**src/pkg/tcpwm_regs.vh**
```
// Register offsets, field positions and reset values of the timer/counter
`ifndef TCPWM_REGS_VH
`define TCPWM_REGS_VH

`define TCPWM_OFF_CTRL     12'h000
`define TCPWM_OFF_PRESC    12'h004
`define TCPWM_OFF_TOP      12'h008
`define TCPWM_OFF_CMP      12'h00C
`define TCPWM_OFF_COUNT    12'h010
`define TCPWM_OFF_CAPT     12'h014
`define TCPWM_OFF_STATUS   12'h018
`define TCPWM_OFF_MASK     12'h01C

// Control register fields
`define TCPWM_CTRL_EN      0
`define TCPWM_CTRL_MODE_LO 1
`define TCPWM_CTRL_MODE_HI 2
`define TCPWM_CTRL_SRC     3
`define TCPWM_CTRL_CAPEN   4
`define TCPWM_CTRL_DOWN    5
`define TCPWM_CTRL_INV     6
`define TCPWM_CTRL_WIDTH   7

// Status bit positions
`define TCPWM_ST_OVF       0
`define TCPWM_ST_CMP       1
`define TCPWM_ST_CAP       2
`define TCPWM_ST_WIDTH     3

// Modes
`define TCPWM_MODE_WDT     2'b00
`define TCPWM_MODE_CTC     2'b01
`define TCPWM_MODE_FPWM    2'b10
`define TCPWM_MODE_PFC     2'b11

// Reset values
`define TCPWM_CTRL_RST     7'h00
`define TCPWM_PRESC_RST    16'h0000
`define TCPWM_TOP_RST      16'hFFFF
`define TCPWM_CMP_RST      16'h8000
`define TCPWM_MASK_RST     3'h0
`define TCPWM_CNT_ZERO     16'h0000
`define TCPWM_CNT_ONE      16'h0001

`endif

```
**src/core/tcpwm_sync.v**
```verilog
// Three-stage input synchroniser with agreement of the last two stages
module tcpwm_sync #(
  parameter RST_VAL = 1'b0
) (
  input  wire pclk,
  input  wire presetn,
  input  wire din,
  output reg  dout,
  output wire rise
);
  reg s1_reg;
  reg s2_reg;
  reg s3_reg;

  always @(posedge pclk or negedge presetn) begin
    if (!presetn) begin
      s1_reg <= RST_VAL;
      s2_reg <= RST_VAL;
      s3_reg <= RST_VAL;
      dout   <= RST_VAL;
    end else begin
      s1_reg <= din;
      s2_reg <= s1_reg;
      s3_reg <= s2_reg;
      // A change counts only once stages two and three agree
      if (s2_reg == s3_reg) begin
        dout <= s3_reg;
      end
    end
  end

  assign rise = (s2_reg == s3_reg) && s3_reg && !dout;
endmodule // tcpwm_sync

```
**src/core/tcpwm_presc.v**
```verilog
// Programmable prescaler that turns a tick source into a count enable
module tcpwm_presc #(
  parameter W = 16
) (
  input  wire         pclk,
  input  wire         presetn,
  input  wire         run,
  input  wire         tick,
  input  wire [W-1:0] divide,
  output reg          cnt_en
);
  reg [W-1:0] div_reg;

  always @(posedge pclk or negedge presetn) begin
    if (!presetn) begin
      div_reg <= {W{1'b0}};
      cnt_en  <= 1'b0;
    end else if (!run) begin
      div_reg <= {W{1'b0}};
      cnt_en  <= 1'b0;
    end else begin
      cnt_en <= 1'b0;
      if (tick) begin
        // Divide by divide+1; zero passes every tick
        if (div_reg >= divide) begin
          div_reg <= {W{1'b0}};
          cnt_en  <= 1'b1;
        end else begin
          div_reg <= div_reg + {{(W-1){1'b0}}, 1'b1};
        end
      end
    end
  end
endmodule // tcpwm_presc

```
**src/core/tcpwm_top.v**
```verilog
// Timer/counter with compare output, PWM, input capture and APB registers
//
// Behaviour
// - A 16-bit up or down counter with a compare unit driving PWM output.
// - Modes: watchdog, clear on compare match, fast PWM, phase-frequency PWM.
// - Count clock source selectable, then divided by a programmable prescaler.
// - Overflow, compare match and capture each raise an interrupt request.
// - One static interrupt output plus a separate wake-up interrupt output.
// - PWM compare value and top reload only at period end, so no glitches.
// - Synchronised rising capture edge copies the count into the capture register.
// - Capture works only outside PWM modes and only with the bus in use.
// - Without the bus the interrupt output is the overflow flag.
// - With the bus, status, mask and clear-on-read registers govern the interrupt.
// - Host reaches control and status registers as a bus slave.
// - Stand-alone mode runs from preset control values and the reset pin.
// - Reset pin kept enabled by a preset enable, and it resets the counter.
`include "tcpwm_regs.vh"

module tcpwm_top #(
  parameter             CW          = 16,
  parameter             BUS_USED    = 1'b1,
  parameter [6:0]       PRE_CTRL    = 7'h01,
  parameter [15:0]      PRE_PRESC   = 16'h0000,
  parameter [15:0]      PRE_TOP     = 16'hFFFF,
  parameter [15:0]      PRE_CMP     = 16'h8000,
  parameter             PRE_RST_ENA = 1'b1
) (
  input  wire          pclk,
  input  wire          presetn,
  input  wire          psel,
  input  wire          penable,
  input  wire          pwrite,
  input  wire [11:0]   paddr,
  input  wire [31:0]   pwdata,
  output wire          pready,
  output reg  [31:0]   prdata,
  output wire          pslverr,
  input  wire          count_clock_in,
  input  wire          counter_reset_n_pin,
  input  wire          capture_trigger_in,
  output reg           counter_irq_out,
  output reg           wake_irq_out,
  output reg           compare_wave_out,
  output reg  [CW-1:0] count_value
);

  ////////////////////////////////////////////////////////////////////////////
  // Registers and wiring
  reg  [6:0]    ctrl_reg;
  reg  [15:0]   presc_reg;
  reg  [CW-1:0] top_reg;
  reg  [CW-1:0] cmp_reg;
  reg  [CW-1:0] top_act_reg;
  reg  [CW-1:0] cmp_act_reg;
  reg  [CW-1:0] capture_holding_reg;
  reg  [2:0]    status_reg;
  reg  [2:0]    mask_reg;
  reg           dir_down_reg;
  reg           reset_pin_enable;
  reg           load_done_reg;

  wire          clk_lvl;
  wire          clk_rise;
  wire          rstpin_lvl;
  wire          cap_lvl;
  wire          cap_rise;
  wire          cnt_en;
  wire          tick;

  wire          enabled  = ctrl_reg[`TCPWM_CTRL_EN];
  wire [1:0]    mode     = ctrl_reg[`TCPWM_CTRL_MODE_HI:`TCPWM_CTRL_MODE_LO];
  wire          is_pwm   = mode[1];

  function is_addr;
    input [11:0] a;
    input [11:0] off;
    begin
      is_addr = (a == off);
    end
  endfunction

  ////////////////////////////////////////////////////////////////////////////
  // Input synchronisers
  tcpwm_sync u_sync_clk (
    .pclk    (pclk),
    .presetn (presetn),
    .din     (count_clock_in),
    .dout    (clk_lvl),
    .rise    (clk_rise)
  );

  // The reset pin idles high, so its chain starts high: no false pin reset after presetn
  tcpwm_sync #(.RST_VAL(1'b1)) u_sync_rst (
    .pclk    (pclk),
    .presetn (presetn),
    .din     (counter_reset_n_pin),
    .dout    (rstpin_lvl),
    .rise    ()
  );

  tcpwm_sync u_sync_cap (
    .pclk    (pclk),
    .presetn (presetn),
    .din     (capture_trigger_in),
    .dout    (cap_lvl),
    .rise    (cap_rise)
  );

  // Either the system clock or the synchronised external clock edge
  assign tick = ctrl_reg[`TCPWM_CTRL_SRC] ? clk_rise : 1'b1;

  // Pin reset only counts while its enable is on
  wire pin_reset = reset_pin_enable && !rstpin_lvl;

  tcpwm_presc #(
    .W (16)
  ) u_presc (
    .pclk    (pclk),
    .presetn (presetn),
    .run     (enabled && !pin_reset),
    .tick    (tick),
    .divide  (presc_reg),
    .cnt_en  (cnt_en)
  );

  ////////////////////////////////////////////////////////////////////////////
  // APB slave
  wire bus_on   = (BUS_USED != 0);
  wire acc      = psel && penable && bus_on;
  wire wr_acc   = acc && pwrite;
  wire rd_acc   = acc && !pwrite;
  wire known    = is_addr(paddr, `TCPWM_OFF_CTRL)   || is_addr(paddr, `TCPWM_OFF_PRESC) ||
                  is_addr(paddr, `TCPWM_OFF_TOP)    || is_addr(paddr, `TCPWM_OFF_CMP)   ||
                  is_addr(paddr, `TCPWM_OFF_COUNT)  || is_addr(paddr, `TCPWM_OFF_CAPT)  ||
                  is_addr(paddr, `TCPWM_OFF_STATUS) || is_addr(paddr, `TCPWM_OFF_MASK);
  wire st_read  = rd_acc && is_addr(paddr, `TCPWM_OFF_STATUS);
  wire cnt_wr   = wr_acc && is_addr(paddr, `TCPWM_OFF_COUNT);

  assign pready  = 1'b1;
  assign pslverr = acc && !known;

  always @(posedge pclk or negedge presetn) begin
    if (!presetn) begin
      prdata <= 32'h0000_0000;
    end else if (psel && !penable) begin
      prdata <= 32'h0000_0000;
      if (!pwrite && bus_on) begin
        case (paddr)
          `TCPWM_OFF_CTRL:   prdata[6:0]    <= ctrl_reg;
          `TCPWM_OFF_PRESC:  prdata[15:0]   <= presc_reg;
          `TCPWM_OFF_TOP:    prdata[CW-1:0] <= top_reg;
          `TCPWM_OFF_CMP:    prdata[CW-1:0] <= cmp_reg;
          `TCPWM_OFF_COUNT:  prdata[CW-1:0] <= count_value;
          `TCPWM_OFF_CAPT:   prdata[CW-1:0] <= capture_holding_reg;
          `TCPWM_OFF_STATUS: prdata[2:0]    <= status_reg;
          `TCPWM_OFF_MASK:   prdata[2:0]    <= mask_reg;
          default:           prdata         <= 32'h0000_0000;
        endcase
      end
    end
  end

  // Control registers start from preset values so stand-alone use needs no bus
  always @(posedge pclk or negedge presetn) begin
    if (!presetn) begin
      ctrl_reg         <= `TCPWM_CTRL_RST;
      presc_reg        <= `TCPWM_PRESC_RST;
      top_reg          <= `TCPWM_TOP_RST;
      cmp_reg          <= `TCPWM_CMP_RST;
      mask_reg         <= `TCPWM_MASK_RST;
      reset_pin_enable <= 1'b0;
      load_done_reg    <= 1'b0;
    end else if (!load_done_reg) begin
      ctrl_reg         <= PRE_CTRL;
      presc_reg        <= PRE_PRESC;
      top_reg          <= PRE_TOP[CW-1:0];
      cmp_reg          <= PRE_CMP[CW-1:0];
      reset_pin_enable <= PRE_RST_ENA;
      load_done_reg    <= 1'b1;
    end else if (wr_acc) begin
      case (paddr)
        `TCPWM_OFF_CTRL:  ctrl_reg  <= pwdata[6:0];
        `TCPWM_OFF_PRESC: presc_reg <= pwdata[15:0];
        `TCPWM_OFF_TOP:   top_reg   <= pwdata[CW-1:0];
        `TCPWM_OFF_CMP:   cmp_reg   <= pwdata[CW-1:0];
        `TCPWM_OFF_MASK:  mask_reg  <= pwdata[2:0];
        default:          ;
      endcase
    end
  end

  ////////////////////////////////////////////////////////////////////////////
  // Counter core
  wire at_top   = (count_value >= top_act_reg);
  wire at_zero  = (count_value == {CW{1'b0}});
  wire counting_down = (mode == `TCPWM_MODE_PFC) ? dir_down_reg : ctrl_reg[`TCPWM_CTRL_DOWN];
  reg  ovf_ev;
  reg  cmp_ev;

  always @(posedge pclk or negedge presetn) begin
    if (!presetn) begin
      count_value  <= {CW{1'b0}};
      dir_down_reg <= 1'b0;
      top_act_reg  <= {CW{1'b1}};
      cmp_act_reg  <= {1'b1, {(CW-1){1'b0}}};
      ovf_ev       <= 1'b0;
      cmp_ev       <= 1'b0;
    end else begin
      ovf_ev <= 1'b0;
      cmp_ev <= 1'b0;
      if (pin_reset) begin
        count_value  <= {CW{1'b0}};
        dir_down_reg <= 1'b0;
      end else if (cnt_wr) begin
        count_value <= pwdata[CW-1:0];
      end else if (cnt_en) begin
        if (count_value == cmp_act_reg) begin
          cmp_ev <= 1'b1;
        end
        case (mode)
          `TCPWM_MODE_WDT: begin
            // Free run, wrap both ways across the full range
            if (counting_down) begin
              count_value <= count_value - {{(CW-1){1'b0}}, 1'b1};
              if (at_zero) ovf_ev <= 1'b1;
            end else begin
              count_value <= count_value + {{(CW-1){1'b0}}, 1'b1};
              if (&count_value) ovf_ev <= 1'b1;
            end
          end
          `TCPWM_MODE_CTC: begin
            if (count_value >= cmp_act_reg) begin
              count_value <= {CW{1'b0}};
              ovf_ev      <= 1'b1;
            end else begin
              count_value <= count_value + {{(CW-1){1'b0}}, 1'b1};
            end
          end
          `TCPWM_MODE_FPWM: begin
            if (at_top) begin
              count_value <= {CW{1'b0}};
              ovf_ev      <= 1'b1;
              top_act_reg <= top_reg;
              cmp_act_reg <= cmp_reg;
            end else begin
              count_value <= count_value + {{(CW-1){1'b0}}, 1'b1};
            end
          end
          default: begin
            // Phase and frequency correct: up to top, down to zero, reload at zero
            if (counting_down) begin
              if (count_value <= {{(CW-1){1'b0}}, 1'b1}) begin
                count_value  <= {CW{1'b0}};
                dir_down_reg <= 1'b0;
                ovf_ev       <= 1'b1;
                top_act_reg  <= top_reg;
                cmp_act_reg  <= cmp_reg;
              end else begin
                count_value <= count_value - {{(CW-1){1'b0}}, 1'b1};
              end
            end else if (at_top) begin
              count_value  <= count_value - {{(CW-1){1'b0}}, 1'b1};
              dir_down_reg <= 1'b1;
            end else begin
              count_value <= count_value + {{(CW-1){1'b0}}, 1'b1};
            end
          end
        endcase
      end
      // Outside PWM the compare and top registers take effect at once
      if (!is_pwm) begin
        top_act_reg <= top_reg;
        cmp_act_reg <= cmp_reg;
      end
    end
  end

  ////////////////////////////////////////////////////////////////////////////
  // Compare output
  always @(posedge pclk or negedge presetn) begin
    if (!presetn) begin
      compare_wave_out <= 1'b0;
    end else if (is_pwm) begin
      // Registered comparison against shadowed values keeps the edge clean
      compare_wave_out <= (count_value < cmp_act_reg) ^ ctrl_reg[`TCPWM_CTRL_INV];
    end else if (cmp_ev) begin
      compare_wave_out <= ~compare_wave_out;
    end
  end

  ////////////////////////////////////////////////////////////////////////////
  // Input capture
  wire cap_ev = cap_rise && ctrl_reg[`TCPWM_CTRL_CAPEN] && !is_pwm && bus_on;

  always @(posedge pclk or negedge presetn) begin
    if (!presetn) begin
      capture_holding_reg <= {CW{1'b0}};
    end else if (cap_ev) begin
      capture_holding_reg <= count_value;
    end
  end

  ////////////////////////////////////////////////////////////////////////////
  // Interrupts
  wire [2:0] ev_vec = {cap_ev, cmp_ev, ovf_ev};

  always @(posedge pclk or negedge presetn) begin
    if (!presetn) begin
      status_reg <= 3'b000;
    end else begin
      // A new event wins over the clear from a status read
      status_reg <= (st_read ? 3'b000 : status_reg) | ev_vec;
    end
  end

  always @(posedge pclk or negedge presetn) begin
    if (!presetn) begin
      counter_irq_out <= 1'b0;
      wake_irq_out    <= 1'b0;
    end else begin
      if (bus_on) begin
        counter_irq_out <= |(status_reg & mask_reg);
      end else begin
        counter_irq_out <= status_reg[`TCPWM_ST_OVF];
      end
      wake_irq_out <= |status_reg;
    end
  end

endmodule // tcpwm_top

```
**config.mk**
```make
export PLATFORM = sky130hd
export DESIGN_NAME = tcpwm_top
export DESIGN_NICKNAME = d
export VERILOG_FILES = /design/src/core/tcpwm_sync.v /design/src/core/tcpwm_presc.v /design/src/core/tcpwm_top.v
export VERILOG_INCLUDE_DIRS = /design/src /design/src/pkg
export SDC_FILE = /design/constraint.sdc
export NUM_CORES = 1
export LEC_CHECK = 0
export ABC_CLOCK_PERIOD_IN_PS = 7900
export BUFFER_PORTS_ARGS = -buffer_cell sky130_fd_sc_hd__buf_4
export CORE_AREA = 2 2 136 138
export CTS_BUF_LIST = sky130_fd_sc_hd__clkbuf_8 sky130_fd_sc_hd__clkbuf_16
export DETAILED_ROUTE_END_ITERATION = 10
export DIE_AREA = 0 0 138 140
export GPL_TIMING_DRIVEN = 0
export HOLD_SLACK_MARGIN = 0.03
export PLACE_DENSITY = 0.88
export SYNTH_ARGS = -nofsm -noshare
export SYNTH_HDL_FRONTEND = slang
export SYNTH_HIERARCHICAL = 1
export SYNTH_SLANG_ARGS = --single-unit
```
**constraint.sdc**
```tcl
create_clock -name pclk -period 7.9 [get_ports pclk]
set_input_delay 0.79 -clock pclk [delete_from_list [all_inputs] [get_ports pclk]]
set_output_delay 0.79 -clock pclk [all_outputs]
set_load 0.01 [all_outputs]
```
==> results.txt, run 1 <==
The run finished with clean final reports. The layout cell share with drive strength beyond 1 was 21.0%. The kind of cell with the highest combined delay along the critical path is compound AO/OA/AOI/OAI gates.

Setup violations remaining at the end of the flow were counted as 0. The wire length per cell came out at 22.0 um. Once the clock tree was built, the setup fixing pass inserted 0 buffers. The total power divided by cell area is 167 nW/um^2, and the clock insertion delay at the later pin of the skew report is 0.44 ns. The type of element capturing the critical path was a flip-flop. The global placer's final weighted congestion was 0.960. For the first-pass detailed-route iteration total, the log shows 9.

The mapped cell area is 10,800 um^2. The final max-slew violation count was 0; the cts-stage hold buffer count was 0. The horizontal extent of the die was 138 um. The number of antenna cells inserted is 0, and the top-level I/O count is 105. Global routing consumed, on the met2 layer, 54.5% of the routing resources.

Clock-pin slew was measured on the worst setup and hold paths at 0.07 ns. The final-layout setup total negative slack is 0 ns, and the area of the die is 19,300 um^2. At the pin with the least slew margin, the transition time is 0.944 ns. The worst path meets setup with 4.03 ns of slack. The final layout contains routed wiring with a total length of 32,500 um. Subtracting the final worst setup slack from the clock period gives 3.87 ns. The area added between synthesis and finish is 13.8%, and the via count of the first global-routing pass is 9,328. The layer flagged by global routing as most heavily used is met2.

For the net count of the finished layout, the log shows 1,344. The Yosys step of the flow raised 6 warnings. The slowest stage of the critical path belongs to the cell sky130_fd_sc_hd__dfrtp_1. Measured against its own limit, the worst slew margin works out to 36.6%. The portion of the clock cycle consumed by the worst path in the final layout was 49.0%; the number of instances resized during post-cts repair was 0. The buffer cell driving the clock tree root was sky130_fd_sc_hd__clkbuf_16. Across the whole layout, storage elements account for 4500 um^2.

The detailed router finished its first iteration with 1,199 violations. The cell count after synthesis was 1,131; the final antenna-violating net count was 0. The number of buffer and inverter instances along the worst setup path was 2.

The HPWL after detailed placement is 23,600 um. Global routing usage summed across all routing layers: 33.8%. The number of cell rows is 49, and the DRC violation count after routing is 0.

The floorplan core area was 17,800 um^2; the pre-CTS setup slack was 4.20 ns. The tree built by TritonCTS fans out to 178 sinks. Entering global routing, the biggest net connects 94 pins. Most common cell after layout, fill and taps aside: sky130_fd_sc_hd__nand2_1. A synthesized cell averages 9.53 um^2. For this run the aggregate overflow at the end of global routing stands at 0. The final-report hold violation count is 0. The die is 140 um tall. The H-tree was split into 4 levels.

Ratio of routed vias to standard cells: 6.47. On the worst path, the slowest cell contributes a delay of 0.62 ns. The worst-case clock buffer depth was 2. Counting the buffers created by CTS gives 17. The setup path with the least slack is of type flip-flop to flip-flop. Setup repair after global routing left no endpoint under its margin. The first global-routing pass estimated 51,000 um of wire. The run gives 1 as the number of antenna violations at the first check in global routing. Traced cell by cell, the critical path runs through inv_1 > ha_1 > nor2b_1 > o21ai_0 > a41oi_1 > o21ai_1 > clkbuf_1 > o21a_1 > o211ai_1 > a211o_1 > a21oi_1. The count of input and output buffers was 69; the global-route met1 utilization was 44.2%.

The filler cells instantiated in the layout total 1,355. TritonCTS built the clock tree. The data required time at the worst endpoint is 8.26 ns, and the leakage power is 5.61 nW. The run gives 0.00978 ns as the final setup skew. Leaving out fill and tap cells, the most frequent cells in the layout are sky130_fd_sc_hd__nand2_1 (193), sky130_fd_sc_hd__dfrtp_1 (140), sky130_fd_sc_hd__buf_4 (86). The worst-case IR drop observed on VDD is 182 uV. The worst hold-check path type is primary input to asynchronous set/reset pin.

Timing would allow up to 258 MHz. For this block, the via count after detailed routing is 9,556. The run gives 5660 um^2 as the area taken by multi-input logic gates. Once the floorplan was initialized, standard cells occupied 60.6% of the core. Along the worst path, the maximum fanout reaches 10. Global routing consumed, on the met3 layer, 7.66% of the routing resources. Across the run, the number of max-cap violations was 0.

Data arrives at the worst endpoint at 4.23 ns. STA classifies the critical path startpoint as a flip-flop.
==> worst register-to-register path, cell delays in order, from the launching register on <==
cell and delay, ns:
sky130_fd_sc_hd__dfrtp_1 0.62, sky130_fd_sc_hd__inv_1 0.29, sky130_fd_sc_hd__ha_1 0.36, sky130_fd_sc_hd__nor2b_1 0.04
sky130_fd_sc_hd__o21ai_0 0.33, sky130_fd_sc_hd__a41oi_1 0.25, sky130_fd_sc_hd__o21ai_1 0.58, sky130_fd_sc_hd__clkbuf_1 0.42
sky130_fd_sc_hd__o21a_1 0.24, sky130_fd_sc_hd__o211ai_1 0.14, sky130_fd_sc_hd__a211o_1 0.35, sky130_fd_sc_hd__a21oi_1 0.15
==> layer usage <==
| metal | vias up | wire length [um] |
|---|---|---|
| met1 | 4677 | 12600 |
| met3 | 112 | 3040 |
| met2 | 589 | 15400 |
| met4 | 0 | 1340 |
| li1 | 4178 | - |
| met5 | - | 0 |
==> power breakdown <==
group	switching [mW]	leakage, nW	total (mW)	internal (mW)
Clock	0.386	0.276	0.863	0.477
Combinational	0.158	3.02	0.247	0.0888
Sequential	0.0175	2.31	0.939	0.922
==> metrics by stage <==
stage	hold slack, ns	utilization (%)	total power [mW]	area (um^2)	std cells
2_1_floorplan	0.331	-	1.09	10800	1147
4_1_cts	0.351	69.0	2.04	12300	1478
6_report	0.312	69.0	2.05	12300	1478
3_5_place_dp	0.335	65.7	1.19	11700	1446
5_1_grt	0.360	69.0	2.11	12300	1478
3_3_place_gp	0.335	65.5	1.19	11600	1445
==> area by class of cell <==
type / count / area share (%)
clock buffer: 18 / 3.58
clock inverter: 14 / 1.23
sequential: 178 / 36.7
buffer: 84 / 3.68
timing repair buffer: 70 / 4.51
inverter: 60 / 1.84
multi-input combinational: 825 / 46.1
tap: 229 / 2.34
==> path summary, 6_finish.rpt <==
path,start,endpoint,slack [ns],depth (start not counted)
min in group pclk,u_sync_clk/s1_reg$_DFF_PN0_,u_sync_clk/s2_reg$_DFF_PN0_,0.35,0
max in group asynchronous,presetn,u_sync_rst/dout$_DFFE_PN1N_,6.67,2
worst min-delay path,presetn,prdata[11]$_DFFE_PN0P_,0.31,1
worst max-delay path,count_value[0]$_DFFE_PN0P_,count_value[15]$_DFFE_PN0P_,4.03,11
worst max register to register,count_value[0]$_DFFE_PN0P_,count_value[15]$_DFFE_PN0P_,4.03,11
worst min register to register,u_sync_clk/s1_reg$_DFF_PN0_,u_sync_clk/s2_reg$_DFF_PN0_,0.35,0
Power figures use the tool's default switching activity.
==> run 2, diff against run 1 <==
--- a/config.mk
+++ b/config.mk
@@ -6,15 +6,16 @@
 export SDC_FILE = /design/constraint.sdc
 export NUM_CORES = 1
 export LEC_CHECK = 0
-export ABC_CLOCK_PERIOD_IN_PS = 7900
+export ABC_AREA = 1
+export ABC_CLOCK_PERIOD_IN_PS = 3450
 export BUFFER_PORTS_ARGS = -buffer_cell sky130_fd_sc_hd__buf_4
-export CORE_AREA = 2 2 136 138
+export CORE_AREA = 2 2 144 146
 export CTS_BUF_LIST = sky130_fd_sc_hd__clkbuf_8 sky130_fd_sc_hd__clkbuf_16
 export DETAILED_ROUTE_END_ITERATION = 10
-export DIE_AREA = 0 0 138 140
+export DIE_AREA = 0 0 146 148
 export GPL_TIMING_DRIVEN = 0
 export HOLD_SLACK_MARGIN = 0.03
-export PLACE_DENSITY = 0.88
+export PLACE_DENSITY = 0.83
 export SYNTH_ARGS = -nofsm -noshare
 export SYNTH_HDL_FRONTEND = slang
 export SYNTH_HIERARCHICAL = 1
==> constraint.sdc (replaced) <==
create_clock -name pclk -period 3.45 [get_ports pclk]
set_input_delay 0.345 -clock pclk [delete_from_list [all_inputs] [get_ports pclk]]
set_output_delay 0.345 -clock pclk [all_outputs]
set_load 0.01 [all_outputs]
==> results.txt, run 2 <==
The flow ran to the end, and the final reports show no timing, DRC or antenna violations. Cells fill 61.3% of the core in the end. The count of input and output buffers is 71. The final-layout setup total negative slack is 0 ns. Summed over all cells, the static leakage comes to 6.36 nW. Of the total power, combinational logic draws 26.4%. The congestion estimate from routability-driven global placement came to 0.953. The pre-antenna-repair detailed-routing pass consisted of 6 iterations. Of the available clock period, the critical path in the final layout requires 94.4%. The tools report the number of clock sinks as 178.

Timing would allow up to 307 MHz. The detailed router finished its first iteration with 1,094 violations. The die is 148 um tall. Counting tap cells, the placed design contains a total of 1,741 instances. The worst-case IR drop observed on VDD is 425 uV. The sequential group share of total power was 40.3%; the post-synthesis area per instance was 7.73 um^2.

The slowest stage of the critical path belongs to the cell sky130_fd_sc_hd__a21oi_1. The logs give 0.45 ns for the clock insertion delay at the later pin of the skew report and 3.59 ns for the data arrival at the endpoint of the critical path. Measured along the x axis, the die boundary spans 146 um.

Net count of the finished layout: 1,602. At the worst endpoint, the required time is 3.79 ns. The run gives 33.3% as the clock group share of total power. Along the worst path, the maximum fanout reaches 9. In this run the critical register-to-register path is captured at count_value[15]$_DFFE_PN0P_. TritonCTS built the clock tree. Half-perimeter wire length of the detailed placement result: 23,000 um. The final max-slew violation count is 0. The floorplan core area is 20,000 um^2. The instance count on the critical path works out to 11. For the number of standard cells in the layout, taps in and fillers out, the log shows 1,777.

The overall power of the completed layout was 5.89 mW; the warning count from the yosys run was 6. The first global-routing pass estimated 50,000 um of wire. The pre-CTS setup slack is 0.352 ns, and the instance area after placement is 11,700 um^2. Tracing the worst setup path back leads to its startpoint at count_value[13]$_DFFE_PN0P_. The final layout contains routed wiring with a total length of 30,700 um. The tools report the relative slew slack as 37.7%. The most common cell after layout, fill and taps aside is sky130_fd_sc_hd__nand2_1. For the post-layout worst setup margin, the log shows 0.194 ns.

After clock tree synthesis, the clock-pin slew on the worst setup and hold paths is 0.07 ns. Worst-case clock buffer depth: 2. The tools report the sum of overflow across all layers after global routing as 0. For the pin with the worst max-slew slack, the measured transition is 0.934 ns. For this configuration, the core starts out at a cell density of 53.4%. CTS placed an instance of sky130_fd_sc_hd__clkbuf_16 at the clock tree root. The clock arrives with 0.0105 ns of skew.

Summing over every cut layer, the via total after detailed routing is 9,925. The worst register-to-register path begins at count_value[13]$_DFFE_PN0P_. Global routing usage summed across all routing layers: 29.3%. Number of CTS-inserted buffers: 17. After routing the design area is 12,300 um^2. The number of cell rows is 52. The type of element capturing the critical path was a flip-flop. The critical path ends at count_value[15]$_DFFE_PN0P_.

Setup repair after global routing left no endpoint under its margin. In the final layout, the share of cells above drive strength 1 is 15.5%. The path class of the tightest hold or removal check is primary input to flip-flop.

The floorplan step defined a die boundary enclosing 21,600 um^2. The worst register-to-register path has a setup slack of 0.19 ns. STA classifies the critical path startpoint as a flip-flop. Compared with the post-synthesis result, the final layout area differs by 14.9%. The number of buffer and inverter instances along the worst setup path is 0.

The tools report the number of antenna violations at the first check in global routing as 0. The run gives 0 as the final-report hold violation count. The cell family contributing the most delay on the critical path is compound AO/OA/AOI/OAI gates. Internal cell power: 3.83 mW.

For the DRC violation count after routing, the log shows 0. Net switching is 34.9% of the power. For the via count of the first global-routing pass, the log shows 9,739.

The top cell types in the final layout, fill and taps aside, are sky130_fd_sc_hd__nand2_1 (349), sky130_fd_sc_hd__inv_1 (218), sky130_fd_sc_hd__dfrtp_1 (140). The worst hold margin is 0.164 ns. The cell that appears most often on the critical path is sky130_fd_sc_hd__nand2_1.

The critical path goes through ha_1 > a21oi_1 > o21ai_0 > a21oi_1 > nand3_1 > nand2_1 > nand2_1 > a21oi_1 > nand2_1 > nand2_1 > nand2_1. The cell count after synthesis came out at 1,383. In this run the count of I/O pins placed on the die edge is 105. The clock period minus final worst setup slack is 3.26 ns, and the final setup violation count is 0.

Type of the worst setup path: flip-flop to flip-flop. Maximum number of pins on one net before global-route repair: 97. 0 antenna diodes ended up in the layout.

For the worst flop-to-flop path, the logic depth is 11. The synthesized netlist occupies a cell area of 10,700 um^2. The total of max-cap violations was 0.

For this run, the slowest stage of the critical path takes 0.72 ns. The switching power is 2.06 mW, and the final antenna-violating net count is 0. Post-CTS repair changed the size of 0 cells. In the final routed layout, each cell accounts on average for 17.3 um. The H-tree was split into 4 levels. The total power divided by cell area is 479 nW/um^2.

The ratio of routed vias to standard cells came out at 5.59.
[run 2: worst min-delay path by stage]
| stage | from | endpoint | cells after the start |
|---|---|---|---|
| 5_1_grt | pwdata[2] | ctrl_reg[2]$_DFFE_PN0P_ | 3 |
| 2_1_floorplan | presetn | capture_holding_reg[0]$_DFFE_PN0P_ | 0 |
| 3_5_place_dp | u_sync_cap/s1_reg$_DFF_PN0_ | u_sync_cap/s2_reg$_DFF_PN0_ | 0 |
| 4_1_cts | pwdata[2] | ctrl_reg[2]$_DFFE_PN0P_ | 3 |
| 3_3_place_gp | u_sync_clk/s1_reg$_DFF_PN0_ | u_sync_clk/s2_reg$_DFF_PN0_ | 0 |
| 6_report | pwdata[2] | ctrl_reg[2]$_DFFE_PN0P_ | 3 |
[run 2: metal layers]
layer / vias to the layer above / global-route usage [%] / part of all wire (%) / wire length (um)
met2: 483 / 45.8 / 46 / 14000
met1: 4634 / 39.2 / 42 / 12800
met4: 0 / 14.8 / 4.8 / 1480
met5: - / 0 / 0 / 0
met3: 115 / 5.74 / 8.1 / 2490
li1: 4693 / - / - / -
[run 2: area by class of cell]
type,instances,area (um^2)
buffer,54,338
clock buffer,19,453
clock inverter,13,139
fill,1784,7750
inverter,223,840
multi-input combinational,944,5070
sequential,178,4500
tap,270,338
timing repair buffer,76,608
[run 2: power by group through the flow]
stage | Combinational [mW] | Clock [mW] | Sequential [mW]
floorplan | 1.03 | 0 | 2.37
global placement | 1.46 | 0 | 2.40
CTS | 1.53 | 1.97 | 2.37
detailed placement | 1.50 | 0 | 2.40
global route | 1.74 | 2.06 | 2.38
finish | 1.55 | 1.96 | 2.37
[run 2: timing repair]
item / in CTS / in global routing
setup buffers: 0 / 0
endpoints found under the hold margin: 72 / 0
hold buffers: 4 / 0
[run 2: worst register-to-register path: stages (launching register included)]
cell and delay [ns]:
sky130_fd_sc_hd__dfrtp_1 0.60, sky130_fd_sc_hd__ha_1 0.32, sky130_fd_sc_hd__a21oi_1 0.15, sky130_fd_sc_hd__o21ai_0 0.08, sky130_fd_sc_hd__a21oi_1 0.72, sky130_fd_sc_hd__nand3_1 0.32
sky130_fd_sc_hd__nand2_1 0.32, sky130_fd_sc_hd__nand2_1 0.25, sky130_fd_sc_hd__a21oi_1 0.21, sky130_fd_sc_hd__nand2_1 0.08, sky130_fd_sc_hd__nand2_1 0.06, sky130_fd_sc_hd__nand2_1 0.05
==> run 3, diff against run 2 <==
--- a/config.mk
+++ b/config.mk
@@ -13,7 +13,6 @@
 export CTS_BUF_LIST = sky130_fd_sc_hd__clkbuf_8 sky130_fd_sc_hd__clkbuf_16
 export DETAILED_ROUTE_END_ITERATION = 10
 export DIE_AREA = 0 0 146 148
-export GPL_TIMING_DRIVEN = 0
 export HOLD_SLACK_MARGIN = 0.03
 export PLACE_DENSITY = 0.83
 export SYNTH_ARGS = -nofsm -noshare
==> results.txt, run 3 (same netlist as run 2, synthesis figures left out) <==
The type of origin of the critical path is a flip-flop. The count of input and output buffers was 71. The tool flagged a number of max-cap violations equal to 0. Setup repair after global routing left no endpoint under its margin.

Summing internal, switching and leakage power gives 5.79 mW. In this run the power density over the cells is 480 nW/um^2. CTS built an H-tree with a depth of 4. The worst hold-check path type is primary input to flip-flop. After global routing the overflow that remains totals 0. The number of standard cells in the layout, taps in and fillers out was 1,741; the portion of the clock cycle consumed by the worst path in the final layout was 82.5%.

The critical path starts at top_act_reg[15]$_DFFE_PN1P_. The die is 146 um wide. The height of the chip is 148 um.

The type of element capturing the critical path was a flip-flop. The layout cell share with drive strength beyond 1 works out to 14.5%. The first-pass detailed-route iteration total was 5; the ratio of routed vias to standard cells was 5.59.

The final layout contains 1,566 nets. The run gives 0 as the number of antenna cells inserted. The detail route stage leaves a number of antenna-violating nets equal to 0. The length of routed met3 wiring was 1920 um; the number of instances resized during post-cts repair was 0.

The critical path's largest stage delay is 0.53 ns, and the overall via count from detail_route is 9,730. Counting I/O delays and the setup requirement, the final critical path takes 2.85 ns. The critical register-to-register path endpoint is count_value[4]$_DFFE_PN0P_.

The wire length per cell is 17.0 um. The clock reaches the later pin of the worst-skew pair after 0.45 ns. Walking the worst path, the cells encountered are inv_1 > ha_1 > nand2_1 > nor4_1 > nand2_1 > nand3_1 > nand4_1 > nand2_1 > nand2_1 > nand2_1 > nand2_1. The worst hold margin was 0.157 ns; the leakage power was 6.20 nW. The logs give 105 for the top-level I/O count and 893 for the number of violations reported at the end of detailed-routing iteration 0. The first-pass GRT wire length was 47,900 um.

The critical path ends at count_value[4]$_DFFE_PN0P_. Along the worst path, the maximum fanout reaches 8. The transition time at the pin with the least slew margin is 1.22 ns, and the clock input transition at the sequential cells of the worst setup and hold paths is 0.08 ns.

The flow ran to the end, and the final reports show no timing, DRC or antenna violations. Routability-driven placement finished with a final weighted congestion of 0.961. Setup violations remaining at the end of the flow were counted as 0. For this configuration, the core starts out at a cell density of 53.4%. At the end of the flow the core is filled with cells to 60.2%. The final-report hold violation count came out at 0.

Across the VDD grid, the largest voltage drop is 410 uV. In this run, CTS created clock tree buffers numbering 17. For the final database, setup skew stands at 0.0146 ns. For the slack of the worst reg-to-reg path, the log shows 0.60 ns. TritonCTS built the clock tree. The area added between synthesis and finish works out to 12.8%. The number of antenna violations at the first check in global routing is 0.

Clock tree synthesis selected as its root buffer the cell sky130_fd_sc_hd__clkbuf_16. The run gives 9,277 as the via count of the first global-routing pass. The routed design has 29,500 um of wire. The logs give 20,000 um^2 for the floorplan core area and 12,300 um for the wire length on met1.

The floorplan has 52 rows. The run gives 18.6% as the relative slew slack. Leaving out fill and tap cells, the most frequent cell in the layout is sky130_fd_sc_hd__nand2_1.

The library cells used most frequently in the layout, excluding fill and tap cells, are sky130_fd_sc_hd__nand2_1 (349), sky130_fd_sc_hd__inv_1 (218), sky130_fd_sc_hd__dfrtp_1 (140). The largest individual stage delay along the critical path comes from the cell sky130_fd_sc_hd__dfstp_2. The beginning of the worst register-to-register path was top_act_reg[15]$_DFFE_PN1P_. The worst reg-to-reg path cell count was 11; the maximum number of pins on one net before global-route repair was 83. Data arrival at the endpoint of the critical path: 3.19 ns.

Detailed placement ended at an HPWL of 21,700 um. The area of the die is 21,600 um^2, and the worst-case clock buffer depth is 2. Signal routing reaches up to met4.

The DRC violation count after routing was 0; the total setup buffers inserted after CTS was 0. For the final max-slew violation count, the log shows 0. The number of placed instances, taps included, is 1,705.

The setup path with the least slack is of type flip-flop to flip-flop. For this run, the total global-route usage over all layers was measured as 27.9%. Sum of met2 wire segment lengths after detailed routing: 14,100 um. For this design, the sink count on the clock tree is 178. At the worst endpoint, the required time is 3.80 ns.

For the final routed database, the setup TNS stands at 0 ns. Counting stages on the worst path, the most repeated cell is sky130_fd_sc_hd__nand2_1. Derived from the worst setup path, the maximum achievable clock frequency is 351 MHz.
run 3: per-stage QoR:
step	cell area (um^2)	setup WS, ns
5_1_grt	12100	0.376
6_report	12100	0.603
4_1_cts	12100	0.624
3_3_place_gp	11500	0.680
2_1_floorplan	10800	1.19
3_5_place_dp	11500	0.662
run 3: final cells by class:
cell class                 instances  area (um^2)
clock inverter                    15          138
fill                            1753         7980
tap                              270          338
timing repair buffer              94          744
multi-input combinational        944         5070
sequential                       178         4500
inverter                         223          840
clock buffer                      17          425
run 3: repair_timing:
| action | CTS | global route |
|---|---|---|
| hold endpoints to repair | 70 | 0 |
| hold buffers | 4 | 0 |
| setup endpoints to repair | 0 | 0 |
run 3: worst min path at each step:
stage	startpoint	end	slack, ns	cells past startpoint
floorplan	presetn	capture_holding_reg[0]$_DFFE_PN0P_	0.05	0
global placement	u_sync_clk/s1_reg$_DFF_PN0_	u_sync_clk/s2_reg$_DFF_PN0_	0.33	0
detailed placement	u_sync_clk/s1_reg$_DFF_PN0_	u_sync_clk/s2_reg$_DFF_PN0_	0.33	0
CTS	pwdata[2]	ctrl_reg[2]$_DFFE_PN0P_	0.16	3
global route	pwdata[5]	ctrl_reg[5]$_DFFE_PN0P_	0.17	3
finish	pwdata[2]	ctrl_reg[2]$_DFFE_PN0P_	0.16	3
run 3: critical path: cells and delay by family, from the launching register on:
family | cells | cell delay, ns
adder cells (fa/ha/maj) | 1 | 0.29
AND/OR/NAND/NOR | 9 | 1.87
flip-flops | 1 | 0.53
buffers and inverters | 1 | 0.05
run 3: per-layer routing:
layer | up-vias | track usage, %
met2 | 425 | 46.2
met3 | 81 | 3.92
met5 | - | 0
met1 | 4601 | 36.7
met4 | 0 | 13.0
li1 | 4623 | -
run 3: power breakdown:
group | switching, mW | internal (mW) | total (mW)
registers | 0.143 | 2.24 | 2.38
clock network | 0.930 | 0.954 | 1.88
logic | 0.996 | 0.531 | 1.53
